<file path="config.mk">
export PLATFORM = sky130hd
export DESIGN_NAME = syn_divider_cfg
export DESIGN_NICKNAME = d
export VERILOG_FILES = /design/src/syn_pkg.sv /design/src/syn_edge_det.sv /design/src/syn_edge_div.sv /design/src/syn_divider_cfg.sv
export SDC_FILE = /design/constraint.sdc
export NUM_CORES = 1
export LEC_CHECK = 0
export ABC_AREA = 1
export ABC_CLOCK_PERIOD_IN_PS = 8500
export BUFFER_PORTS_ARGS = -buffer_cell sky130_fd_sc_hd__buf_4
export CAP_MARGIN = 0
export CORE_ASPECT_RATIO = 1.25
export CORE_MARGIN = 2
export CORE_UTILIZATION = 55
export CTS_BUF_LIST = sky130_fd_sc_hd__clkbuf_8
export CTS_CLUSTER_SIZE = 8
export DETAILED_ROUTE_END_ITERATION = 12
export PLACE_DENSITY = 0.85
export SETUP_SLACK_MARGIN = 0.2
export SLEW_MARGIN = 10
export SYNTH_ARGS = -nofsm -noshare
export SYNTH_HDL_FRONTEND = slang
export SYNTH_SLANG_ARGS = --single-unit
</file>
<file path="constraint.sdc">
create_clock -name pclk -period 8.5 [get_ports pclk]
set_input_delay 0.425 -clock pclk [delete_from_list [all_inputs] [get_ports pclk]]
set_output_delay 0.425 -clock pclk [all_outputs]
set_load 0.05 [all_outputs]
</file>
<file path="src/syn_pkg.sv">
package syn_pkg;

  // --------------------------------------------------------------------
  // Field widths
  // --------------------------------------------------------------------
  localparam int M_W  = 9;
  localparam int N_W  = 2;
  localparam int T_W  = 3;
  localparam int SH_W = 14;

  // Serial image, first bit shifted in ends at the top
  typedef struct packed {
    logic [T_W-1:0] tsel;
    logic [N_W-1:0] nsel;
    logic [M_W-1:0] mdiv;
  } syn_cfg_s;

  // Pull-ups make undriven divisor inputs read as ones
  localparam syn_cfg_s CFG_RST = '{tsel: 3'h0, nsel: 2'h3, mdiv: 9'h1ff};

  // --------------------------------------------------------------------
  // Reference and output dividers
  // --------------------------------------------------------------------
  localparam int          REF_DIV_W = 5;
  localparam logic [4:0]  REF_DIV   = 5'h10;
  localparam int          NDIV_W    = 4;
  localparam logic [3:0]  NDIV_ONE  = 4'h1;

  // --------------------------------------------------------------------
  // Register map
  // --------------------------------------------------------------------
  localparam logic [7:0]  OFS_CFG     = 8'h00;
  localparam logic [7:0]  OFS_SHIFT   = 8'h04;
  localparam logic [7:0]  OFS_CTRL    = 8'h08;
  localparam int          CTRL_PD_BIT = 0;
  localparam int          CTRL_TE_BIT = 1;
  localparam int          STAT_UP_BIT = 16;
  localparam int          STAT_DN_BIT = 17;
  localparam int          STAT_PL_BIT = 18;
  localparam logic [1:0]  CTRL_RST    = 2'h3;

  // --------------------------------------------------------------------
  // Test observation selections
  // --------------------------------------------------------------------
  typedef enum logic [2:0] {
    TS_STATIC = 3'b000,
    TS_REF    = 3'b001,
    TS_FB     = 3'b010,
    TS_VCO    = 3'b011,
    TS_OUT    = 3'b100,
    TS_PDUP   = 3'b101,
    TS_SCLK   = 3'b110,
    TS_XTAL   = 3'b111
  } syn_tsel_e;

endpackage

</file>
<file path="src/syn_edge_det.sv">
module syn_edge_det (
  // Clock and reset
  input  wire logic pclk,
  input  wire logic presetn,
  // Level and its edges
  input  wire logic sig_in,
  output logic      rise,
  output logic      fall
);

  logic sig_q_r;

  always_ff @(posedge pclk or negedge presetn) begin
    if (!presetn) begin
      sig_q_r <= 1'b0;
    end else begin
      sig_q_r <= sig_in;
    end
  end

  assign rise = sig_in & ~sig_q_r;
  assign fall = ~sig_in & sig_q_r;

endmodule // syn_edge_det

</file>
<file path="src/syn_edge_div.sv">
module syn_edge_div #(
  parameter int W = 9
) (
  // Clock and reset
  input  wire logic         pclk,
  input  wire logic         presetn,
  // Divided level
  input  wire logic         sig_in,
  input  wire logic [W-1:0] div,
  output logic              sig_out
);

  logic         sig_q_r;
  logic [W-1:0] cnt_r;
  logic [W-1:0] cnt_nxt;

  wire rise = sig_in & ~sig_q_r;
  wire pass = div < W'(2);
  wire wrap = cnt_r >= div - W'(1);
  // High for the first half of the count: even ratios give 50% duty
  wire half = cnt_nxt < (div >> 1);

  assign cnt_nxt = (!rise || pass) ? cnt_r : (wrap ? '0 : cnt_r + W'(1));

  always_ff @(posedge pclk or negedge presetn) begin
    if (!presetn) begin
      sig_q_r <= 1'b0;
      cnt_r   <= '0;
      sig_out <= 1'b0;
    end else begin
      sig_q_r <= sig_in;
      cnt_r   <= cnt_nxt;
      sig_out <= pass ? sig_in : half;
    end
  end

endmodule // syn_edge_div

</file>
<file path="src/syn_divider_cfg.sv">
// Local design decisions: the address map and the APB slave port.
module syn_divider_cfg (
  // APB clock and reset
  input  wire logic        pclk,
  input  wire logic        presetn,
  // APB slave
  input  wire logic        psel,
  input  wire logic        penable,
  input  wire logic        pwrite,
  input  wire logic [7:0]  paddr,
  input  wire logic [31:0] pwdata,
  output logic      [31:0] prdata,
  output logic             pready,
  output logic             pslverr,
  // Parallel configuration
  input  wire logic        p_load,
  input  wire logic [8:0]  m_in,
  input  wire logic [8:0]  m_driven,
  input  wire logic [1:0]  n_in,
  input  wire logic [1:0]  n_driven,
  // Serial configuration
  input  wire logic        s_clock,
  input  wire logic        s_data,
  input  wire logic        s_load,
  // Oscillator levels
  input  wire logic        xtal_in,
  input  wire logic        vco_in,
  // Loop and clock outputs
  output logic             ref_clk,
  output logic             fb_clk,
  output logic             pd_up,
  output logic             pd_down,
  output logic             synth_clock_out,
  output logic             test_out
);

  // --------------------------------------------------------------------
  // Edges of the strobes
  // --------------------------------------------------------------------
  logic pl_rise, sl_fall, sc_rise;

  syn_edge_det u_pl_edge (
    .pclk    (pclk),
    .presetn (presetn),
    .sig_in  (p_load),
    .rise    (pl_rise),
    .fall    ()
  );

  syn_edge_det u_sl_edge (
    .pclk    (pclk),
    .presetn (presetn),
    .sig_in  (s_load),
    .rise    (),
    .fall    (sl_fall)
  );

  syn_edge_det u_sc_edge (
    .pclk    (pclk),
    .presetn (presetn),
    .sig_in  (s_clock),
    .rise    (sc_rise),
    .fall    ()
  );

  // --------------------------------------------------------------------
  // Configuration path
  // --------------------------------------------------------------------
  logic [syn_pkg::SH_W-1:0] shreg_r, shreg_nxt;
  syn_pkg::syn_cfg_s        cfg_r, cfg_nxt, par_cfg, ser_cfg;
  logic [8:0]               m_eff;
  logic [1:0]               n_eff;

  assign m_eff = m_in | ~m_driven;
  assign n_eff = n_in | ~n_driven;

  assign par_cfg = '{tsel: 3'h0, nsel: n_eff, mdiv: m_eff};
  assign ser_cfg = syn_pkg::syn_cfg_s'(shreg_r);

  wire par_take = !p_load || pl_rise;
  wire ser_take = p_load && !pl_rise && sl_fall;

  assign shreg_nxt = sc_rise ? {shreg_r[syn_pkg::SH_W-2:0], s_data}
                             : shreg_r;
  assign cfg_nxt = par_take ? par_cfg : (ser_take ? ser_cfg : cfg_r);

  always_ff @(posedge pclk or negedge presetn) begin
    if (!presetn) begin
      shreg_r <= '0;
      cfg_r   <= syn_pkg::CFG_RST;
    end else begin
      shreg_r <= shreg_nxt;
      cfg_r   <= cfg_nxt;
    end
  end

  // --------------------------------------------------------------------
  // Dividers and phase detector
  // --------------------------------------------------------------------
  logic [syn_pkg::NDIV_W-1:0] n_ratio;
  logic                       ref_rise_q_r, fb_q_r;
  logic [1:0]                 ctrl_r;

  assign n_ratio = syn_pkg::NDIV_ONE << cfg_r.nsel;

  syn_edge_div #(.W(syn_pkg::REF_DIV_W)) u_ref_div (
    .pclk    (pclk),
    .presetn (presetn),
    .sig_in  (xtal_in),
    .div     (syn_pkg::REF_DIV),
    .sig_out (ref_clk)
  );

  syn_edge_div #(.W(syn_pkg::M_W)) u_fb_div (
    .pclk    (pclk),
    .presetn (presetn),
    .sig_in  (vco_in),
    .div     (cfg_r.mdiv),
    .sig_out (fb_clk)
  );

  syn_edge_div #(.W(syn_pkg::NDIV_W)) u_out_div (
    .pclk    (pclk),
    .presetn (presetn),
    .sig_in  (vco_in),
    .div     (n_ratio),
    .sig_out (synth_clock_out)
  );

  wire ref_up  = ref_clk & ~ref_rise_q_r;
  wire fb_up   = fb_clk & ~fb_q_r;
  wire pd_en   = ctrl_r[syn_pkg::CTRL_PD_BIT];
  // Both edges together clear, like a three-state detector's reset path
  wire up_nxt  = pd_en && ((ref_up && !fb_up) || (pd_up && !fb_up));
  wire dn_nxt  = pd_en && ((fb_up && !ref_up) || (pd_down && !ref_up));

  always_ff @(posedge pclk or negedge presetn) begin
    if (!presetn) begin
      ref_rise_q_r <= 1'b0;
      fb_q_r       <= 1'b0;
      pd_up        <= 1'b0;
      pd_down      <= 1'b0;
    end else begin
      ref_rise_q_r <= ref_clk;
      fb_q_r       <= fb_clk;
      pd_up        <= up_nxt;
      pd_down      <= dn_nxt;
    end
  end

  // --------------------------------------------------------------------
  // Test observation pin
  // --------------------------------------------------------------------
  logic test_src;
  wire  test_en = ctrl_r[syn_pkg::CTRL_TE_BIT];

  always_comb begin
    case (syn_pkg::syn_tsel_e'(cfg_r.tsel))
      syn_pkg::TS_STATIC: test_src = 1'b0;
      syn_pkg::TS_REF:    test_src = ref_clk;
      syn_pkg::TS_FB:     test_src = fb_clk;
      syn_pkg::TS_VCO:    test_src = vco_in;
      syn_pkg::TS_OUT:    test_src = synth_clock_out;
      syn_pkg::TS_PDUP:   test_src = pd_up;
      syn_pkg::TS_SCLK:   test_src = s_clock;
      syn_pkg::TS_XTAL:   test_src = xtal_in;
      default:            test_src = 1'b0;
    endcase
  end

  always_ff @(posedge pclk or negedge presetn) begin
    if (!presetn) begin
      test_out <= 1'b0;
    end else begin
      test_out <= test_en & test_src;
    end
  end

  // --------------------------------------------------------------------
  // APB slave, one wait state so read data leaves a flop
  // --------------------------------------------------------------------
  logic [31:0] rd_val;
  wire         acc_first = psel && penable && !pready;
  wire         acc_done  = psel && penable && pready;
  wire         hit_cfg   = paddr == syn_pkg::OFS_CFG;
  wire         hit_shift = paddr == syn_pkg::OFS_SHIFT;
  wire         hit_ctrl  = paddr == syn_pkg::OFS_CTRL;
  wire         hit       = hit_cfg || hit_shift || hit_ctrl;
  wire         ctrl_wr   = acc_done && pwrite && hit_ctrl;

  always_comb begin
    rd_val = 32'h0000_0000;
    if (hit_cfg) begin
      rd_val[syn_pkg::SH_W-1:0]  = cfg_r;
      rd_val[syn_pkg::STAT_UP_BIT] = pd_up;
      rd_val[syn_pkg::STAT_DN_BIT] = pd_down;
      rd_val[syn_pkg::STAT_PL_BIT] = p_load;
    end else if (hit_shift) begin
      rd_val[syn_pkg::SH_W-1:0] = shreg_r;
    end else if (hit_ctrl) begin
      rd_val[1:0] = ctrl_r;
    end
  end

  always_ff @(posedge pclk or negedge presetn) begin
    if (!presetn) begin
      pready  <= 1'b0;
      pslverr <= 1'b0;
      prdata  <= 32'h0000_0000;
      ctrl_r  <= syn_pkg::CTRL_RST;
    end else begin
      pready  <= acc_first;
      pslverr <= acc_first && !hit;
      prdata  <= (acc_first && !pwrite) ? rd_val : 32'h0000_0000;
      if (ctrl_wr) begin
        ctrl_r <= pwdata[1:0];
      end
    end
  end
endmodule // syn_divider_cfg

</file>
==> results of run 1 <==
-- worst max-delay path: cells and delay by family, from the launching register on --
family	cells	cell delay (ns)
AND/OR/NAND/NOR	11	1.19
adder cells (fa/ha/maj)	3	0.81
AO/OA/AOI/OAI	4	0.69
flip-flops	1	0.37
buffers and inverters	2	0.21
XOR/XNOR	1	0.19
-- power by group through the flow --
stage | Combinational, mW | Clock [mW] | Sequential, mW
after CTS | 0.306 | 0.340 | 0.500
after global routing | 0.346 | 0.357 | 0.510
after global placement | 0.283 | 0 | 0.502
final | 0.305 | 0.338 | 0.501
after detailed placement | 0.301 | 0 | 0.506
after floorplan | 0.198 | 0 | 0.517
-- layout make-up --
cell class	instances	area [sq um]	share of cell area [%]
Clock buffer	10	138	2.71
Sequential cell	80	2020	39.8
Tap cell	95	119	2.34
Multi-Input combinational cell	336	1880	37.1
Timing Repair Buffer	68	510	10.1
Inverter	80	300	5.92
Clock inverter	6	101	2.00
-- state kept, by name, summed over array words and instances, names as in the netlist, 2 cells and up --
name / cells
cfg_r: 14
ctrl_r: 2
prdata: 17
ser_cfg: 14
u_fb_div.cnt_r: 9
u_out_div.cnt_r: 4
u_ref_div.cnt_r: 5
-- worst max path at each step --
stage	end	slack, ns	cells past startpoint
2_1_floorplan	u_fb_div.sig_out	5.57	21
3_3_place_gp	u_fb_div.sig_out	5.12	21
3_5_place_dp	u_fb_div.sig_out	5.00	21
4_1_cts	u_fb_div.sig_out	4.97	21
5_1_grt	u_fb_div.sig_out	4.58	21
6_report	u_fb_div.sig_out	4.95	21
-- logic make-up (layout without fill, tap and decap cells) --
group | Yosys count | after routing | synth area share [%]
AO/OA/AOI/OAI | 92 | 92 | 12.5
XOR/XNOR | 10 | 10 | 2.04
adder cells (fa/ha/maj) | 26 | 26 | 7.57
buffers and inverters | 103 | 164 | 10.4
flip-flops | 80 | 80 | 47.0
other | 1 | 15 | 0.0873
AND/OR/NAND/NOR | 193 | 193 | 20.4
-- through the flow --
step | worst slack (ns) | util, % | cells
2_1_floorplan | 5.57 | - | 519
5_1_grt | 4.58 | 65.8 | 675
3_5_place_dp | 5.00 | 62.7 | 659
6_report | 4.95 | 65.8 | 675
4_1_cts | 4.97 | 65.8 | 675
3_3_place_gp | 5.12 | 62.7 | 659
-- cell usage in the layout, fill, tap and decap left out, drive strengths merged --
cell type and instances:
dfrtp 67, a21oi 26, a31oi 3, nor2 49, o221ai 12, o21ai 43
bufinv 3, clkbuf 10, dfstp 13, xnor2 1, xor2 9, ha 26
nor3 7, nor4 3, a21boi 1, o311a 1, o22ai 3, buf 68
inv 83, nand4 4, and3 2, nand3 14, conb 15, a211oi 2
nand2 114, a21o 1
-- layer usage --
metal	global-route usage (%)	share of wire, %	vias up
met3	4.32	4.5	25
met4	12.9	2.7	0
met5	0	0	-
li1	-	-	1743
met1	29.0	41	1736
met2	41.0	52	111
==> results.toml, run 1 <==
[synth]
yosys-top-cells-count = "109 x nand2_1, 74 x inv_1, 67 x dfrtp_1, 40 x nor2_1, 37 x o21ai_0"
synth_area_sq_um = 4300
synth_cell_types = 38
synth.most_common_cell = "nand2_1"
ys_warn_count = 0
synth_edf_count = 0
yosys.area.top_type = "dfrtp_1"
synth_seq_cells = 80
synth.top_cell.area_share_pct = 39.0
ys.flop_type = "dfrtp_1"
postSynth.asyncResetShare_pct = 100
synth.avg_cell_area_sq_um = 8.51
ys_top_cells_by_area = "dfrtp_1 39%, nand2_1 9.5%, dfstp_2 7.9%, ha_1 7.6%, inv_1 6.5%"
yosysSeqAreaShare_pct = 47.0
postSynthCellCount = 505

[timing]
fin_hold_ws_ns = 0.188
slew_headroom_pct = 32.1
fmax_ghz = 0.282
final.min_clock_period_ns = 3.55
tightest_slew_ns = 1.01
rsz0062_at_grt = "no"
setup_viol_count_final = 0
tns_ns = 0
period_share_pct = 41.8
finalMaxSlewViolations = 0
finalHoldViolCount = 0
skew_ns = 0.00643

[pwr]
leakagePower_nw = 2.60
switchingPower_mw = 0.392
p_sw_share_pct = 34.3
peakVddDrop_v = 0.000185
p_int_mw = 0.751
p_comb_share_pct = 26.6
finalPower_mw = 1.14
p_clk_share_pct = 29.5
seq_power_share_pct = 43.8
power_density_nw_per_um2 = 226

[route]
wl_per_cell_microns = 14.5
via_per_inst = 5.36
route.detailed.drc = 0
num_vias = 3615
drtPass1Iterations = 4
routed_wl_microns = 9780
ant_nets = 0
drt_iter0_drc = 264

[finish]
diodes = 0
nNetsFinal = 674
areaGrowthSynthToFinish_pct = 18.0
fillers = 603
layout-drive-gt1-share_pct = 20.7
stdcell_area_sq_um = 5070

[worst_setup_path]
r2r_cells = 21
crit_fanout = 6
crit_path_frequent_cell = "nand2_1"
r2r-end = "u_fb_div.sig_out"
critical_path.slowest_cell = "dfstp_2"
crit_type = "flip-flop to flip-flop"
worstSetupEndpointType = "flip-flop"
crit_chain = "inv_1, ha_1, nand4_1, nor3_1, xor2_1, ha_1, nand2_1, inv_1, a21oi_1, nand3_1, nand2_2, nand2_1, a21oi_1, ha_1, a21oi_1, nor2_1, a211oi_1, nand2_1, nand2_1, nand2_1, nand2_1"
critPathRequiredTime_ns = 8.80
setup.worst_path.start = "cfg_r[0]"
rrSetupSlack_ns = 4.95
critical-path-max-stage-delay_ns = 0.37
r2r_start = "cfg_r[0]"
critPathLaunchType = "flip-flop"
arrival_ns = 3.85

[run]
cap_violations = 0

[cts]
cts_hold_buf = 0
cts_max_path_buffers = 2
ctsResizeCount = 0
h-tree-depth = 3
cts_tree = "built"
cts_sinks = 80
cts_buffers = 9
clk_pin_slew_ns = 0.08
clkLatencyLatePin_ns = 0.36
cts_setup_buffers = 0
cts-root-buf = "clkbuf_8"

[place]
placed_area_sq_um = 4830
hpwlAfterDp_microns = 6930
gp_congestion = 0.843
portBuffers = 67

[global_routing]
grt_pass1_wl_microns = 16100
antenna_found_initial = 0
grt_use_total_pct = 23.9
grt_overflow = 0
grt_pass1_vias = 3537
grt_max_degree = 81

[die]
start_util_pct = 55.8
core_area_sq_um = 7700
die_y_microns = 103
die-area_sq_um = 8540
die_x_microns = 83.1
io-pin-count = 113
rows = 36

[worst_hold_path]
whs_endpoint = "u_pl_edge.sig_q_r"
hp-start = "p_load"
hold-path-cell-count = 1
hold_path.class = "input port to flip-flop"

[outcome]
status = "complete, no violations"
Power figures use the tool's default switching activity.
==> inputs of run 2 (changes only) <==
- ABC_AREA: 1 -> 0
- ABC_CLOCK_PERIOD_IN_PS: 8500 -> 3200
- CORE_UTILIZATION: 55 -> 49
- PLACE_DENSITY: 0.85 -> 0.8
- clock period: 8.5 -> 3.2 ns (I/O delays scaled with it)
==> results.toml, run 2 <==
[cts]
cts_max_path_buffers = 2
cts-root-buf = "clkbuf_8"
cts_sinks = 80
h-tree-depth = 3
cts_tree = "built"
clk_pin_slew_ns = 0.09
clkLatencyLatePin_ns = 0.36
cts_buffers = 9

[place]
gp_congestion = 0.930
hpwlAfterDp_microns = 7560
portBuffers = 67

[finish]
diodes = 0
nNetsFinal = 632
top_register = "prdata"
areaGrowthSynthToFinish_pct = 29.6
final_cell_mix = "108 x buf_4, 67 x dfrtp_1, 53 x nand2_1"
final_common_cell = "buf_4"
fillers = 609
largest_register_ffs = 17
layout-drive-gt1-share_pct = 33.3

[pwr]
seq_power_share_pct = 42.9
p_sw_share_pct = 36.1
finalPower_mw = 3.26
peakVddDrop_v = 0.000482
switchingPower_mw = 1.18
p_comb_share_pct = 32.4
p_clk_share_pct = 24.7
power_density_nw_per_um2 = 596
leakagePower_nw = 2.69
p_int_mw = 2.09

[synth]
synth_cell_types = 47
yosys.area_share.simple_pct = 17.9
synth_seq_cells = 80
postSynth.asyncResetShare_pct = 100
synth.top_cell.area_share_pct = 39.7
synth.most_common_cell = "dfrtp_1"
synth_area_sq_um = 4220
synth-xor-area-share_pct = 1.45
ys_warn_count = 0
postSynthCellCount = 418
yosys.area.top_type = "dfrtp_1"
yosys-top-cells-count = "67 x dfrtp_1, 53 x nand2_1, 31 x nor2_1, 26 x ha_1, 20 x o21ai_0"
synth_compound_area_share_pct = 10.9
synth_edf_count = 0
muxShareOfSynthArea_pct = 8.63
synth_top_family_by_area = "simple AND/OR/NAND/NOR gates"
ys.flop_type = "dfrtp_1"
synth.avg_cell_area_sq_um = 10.1
ys_top_cells_by_area = "dfrtp_1 40%, dfstp_2 8.1%, ha_1 7.7%, nand2_1 4.7%, mux2_2 4.5%"
yosysSeqAreaShare_pct = 47.8
yosys.area_share.adder_pct = 7.71

[timing]
final.min_clock_period_ns = 4.03
finalWorstSetupSlack_ns = -0.832
finalHoldViolCount = 0
setup_viol_count_final = 1
fin_hold_ws_ns = 0.0333
slew_headroom_pct = 26.0
period_share_pct = 126
rsz0062_at_grt = "yes"
skew_ns = 0.0121
fmax_ghz = 0.248
tightest_slew_ns = 1.11
finalMaxSlewViolations = 0

[global_routing]
grtUsageMet3_pct = 5.14
use_met1_pct = 26.5
grt_pass1_vias = 3701
grt_use_total_pct = 23.6
antenna_found_initial = 0
grt.busiest_layer = "met2"
use_met2_pct = 41.7
grt_max_degree = 81
grt_overflow = 0
grt_pass1_wl_microns = 17100

[die]
start_util_pct = 50.9
die_y_microns = 108
die_x_microns = 87.0
die-area_sq_um = 9380
rows = 37
io-pin-count = 113
core_area_sq_um = 8290

[worst_setup_path]
crit_path_frequent_cell = "a221o_1"
critPathRequiredTime_ns = 3.50
critical-path-max-stage-delay_ns = 0.39
critPathLaunchType = "flip-flop"
crit_chain = "nor4_4, nand2_1, xnor2_1, ha_1, buf_6, nand4_1, nor2_1, a311o_1, or3_4, o31ai_4, ha_4, a21o_1, a221o_1, a221o_1, a21oi_2, o311a_1"
worstSetupEndpointType = "flip-flop"
arrival_ns = 4.34
crit_type = "flip-flop to flip-flop"
crit_fanout = 5
critical_path.slowest_cell = "dfstp_2"

[route]
num_vias = 3571
drtPass1Iterations = 4
drt_iter0_drc = 163
routed_wl_microns = 10500
via_per_inst = 5.62
ant_nets = 0
wl_per_cell_microns = 16.6
route.detailed.drc = 0

[outcome]
violations = "setup timing"
status = "finished with violations"

[worst_hold_path]
hold_path.class = "input port to flip-flop"

[run]
cap_violations = 0
run 2: per-stage QoR:
| step | setup slack, ns | instance area [sq um] | instances | utilization (%) | TNS [ns] |
|---|---|---|---|---|---|
| final | -0.832 | 5470 | 635 | 66.0 | -0.832 |
| after global routing | -0.903 | 5470 | 635 | 66.0 | -0.903 |
| after CTS | -0.737 | 5410 | 633 | 65.2 | -0.737 |
| after detailed placement | -0.986 | 5070 | 608 | 61.2 | -0.987 |
| after global placement | -0.737 | 5070 | 608 | 61.2 | -0.737 |
| after floorplan | -0.709 | 4320 | 432 | - | -0.709 |
run 2: worst paths after layout:
path | from | to | slack [ns] | cells after the start
setup / recovery | cfg_r[5] | u_fb_div.sig_out | -0.83 | 16
hold / removal | s_data | ser_cfg[0] | 0.03 | 2
setup reg to reg | cfg_r[5] | u_fb_div.sig_out | -0.83 | 16
hold reg to reg | u_ref_div.sig_out | ref_rise_q_r | 0.49 | 0
max in group asynchronous | presetn | prdata[6] | 2.07 | 2
min in group asynchronous | presetn | pd_down | 0.49 | 2
run 2: timing repair:
| item | CTS | global route |
|---|---|---|
| hold buffers | 6 | 0 |
| endpoints found under the setup margin | 2 | 3 |
| gates resized for setup | 10 | 12 |
| hold endpoints to repair | 62 | 0 |
| pin swaps | 10 | 4 |
| buffers inserted | 3 | 2 |
run 2: final cells by class:
type	count	area, sq um	share of cell area, %
repair buffers	118	916	16.7
inverters	19	71.3	1.30
clock inverters	7	85.1	1.55
clock buffers	9	124	2.26
well taps	97	121	2.22
multi-input cells	305	2140	39.0
flip-flops and latches	80	2020	36.9
run 2: per-layer routing:
metal	wire length, microns	part of all wire, %
met5	0	0
met4	326	3.1
met3	519	4.9
met2	5650	54
met1	4040	38
run 2: critical path, delay by kind of cell (launching register included):
kind            cells  cell delay (ns)
compound gates      7             1.71
fa+ha+maj           2             0.57
xor+xnor            1             0.15
simple gates        5             1.03
flops               1             0.39
buf+inv             1             0.13
run 2: logic make-up after synthesis:
logic type | Yosys count
simple gates | 153
other cells | 1
xor+xnor | 7
compound gates | 71
buf+inv | 47
mux | 33
fa+ha+maj | 26
flops | 80
run 2: power by group through the flow:
| stage | Clock, mW | Sequential (mW) | Combinational (mW) |
|---|---|---|---|
| after detailed placement | 0 | 1.41 | 0.975 |
| after global placement | 0 | 1.40 | 0.917 |
| after CTS | 0.809 | 1.39 | 1.02 |
| after floorplan | 0 | 1.42 | 0.590 |
| after global routing | 0.849 | 1.42 | 1.17 |
| final | 0.806 | 1.40 | 1.06 |
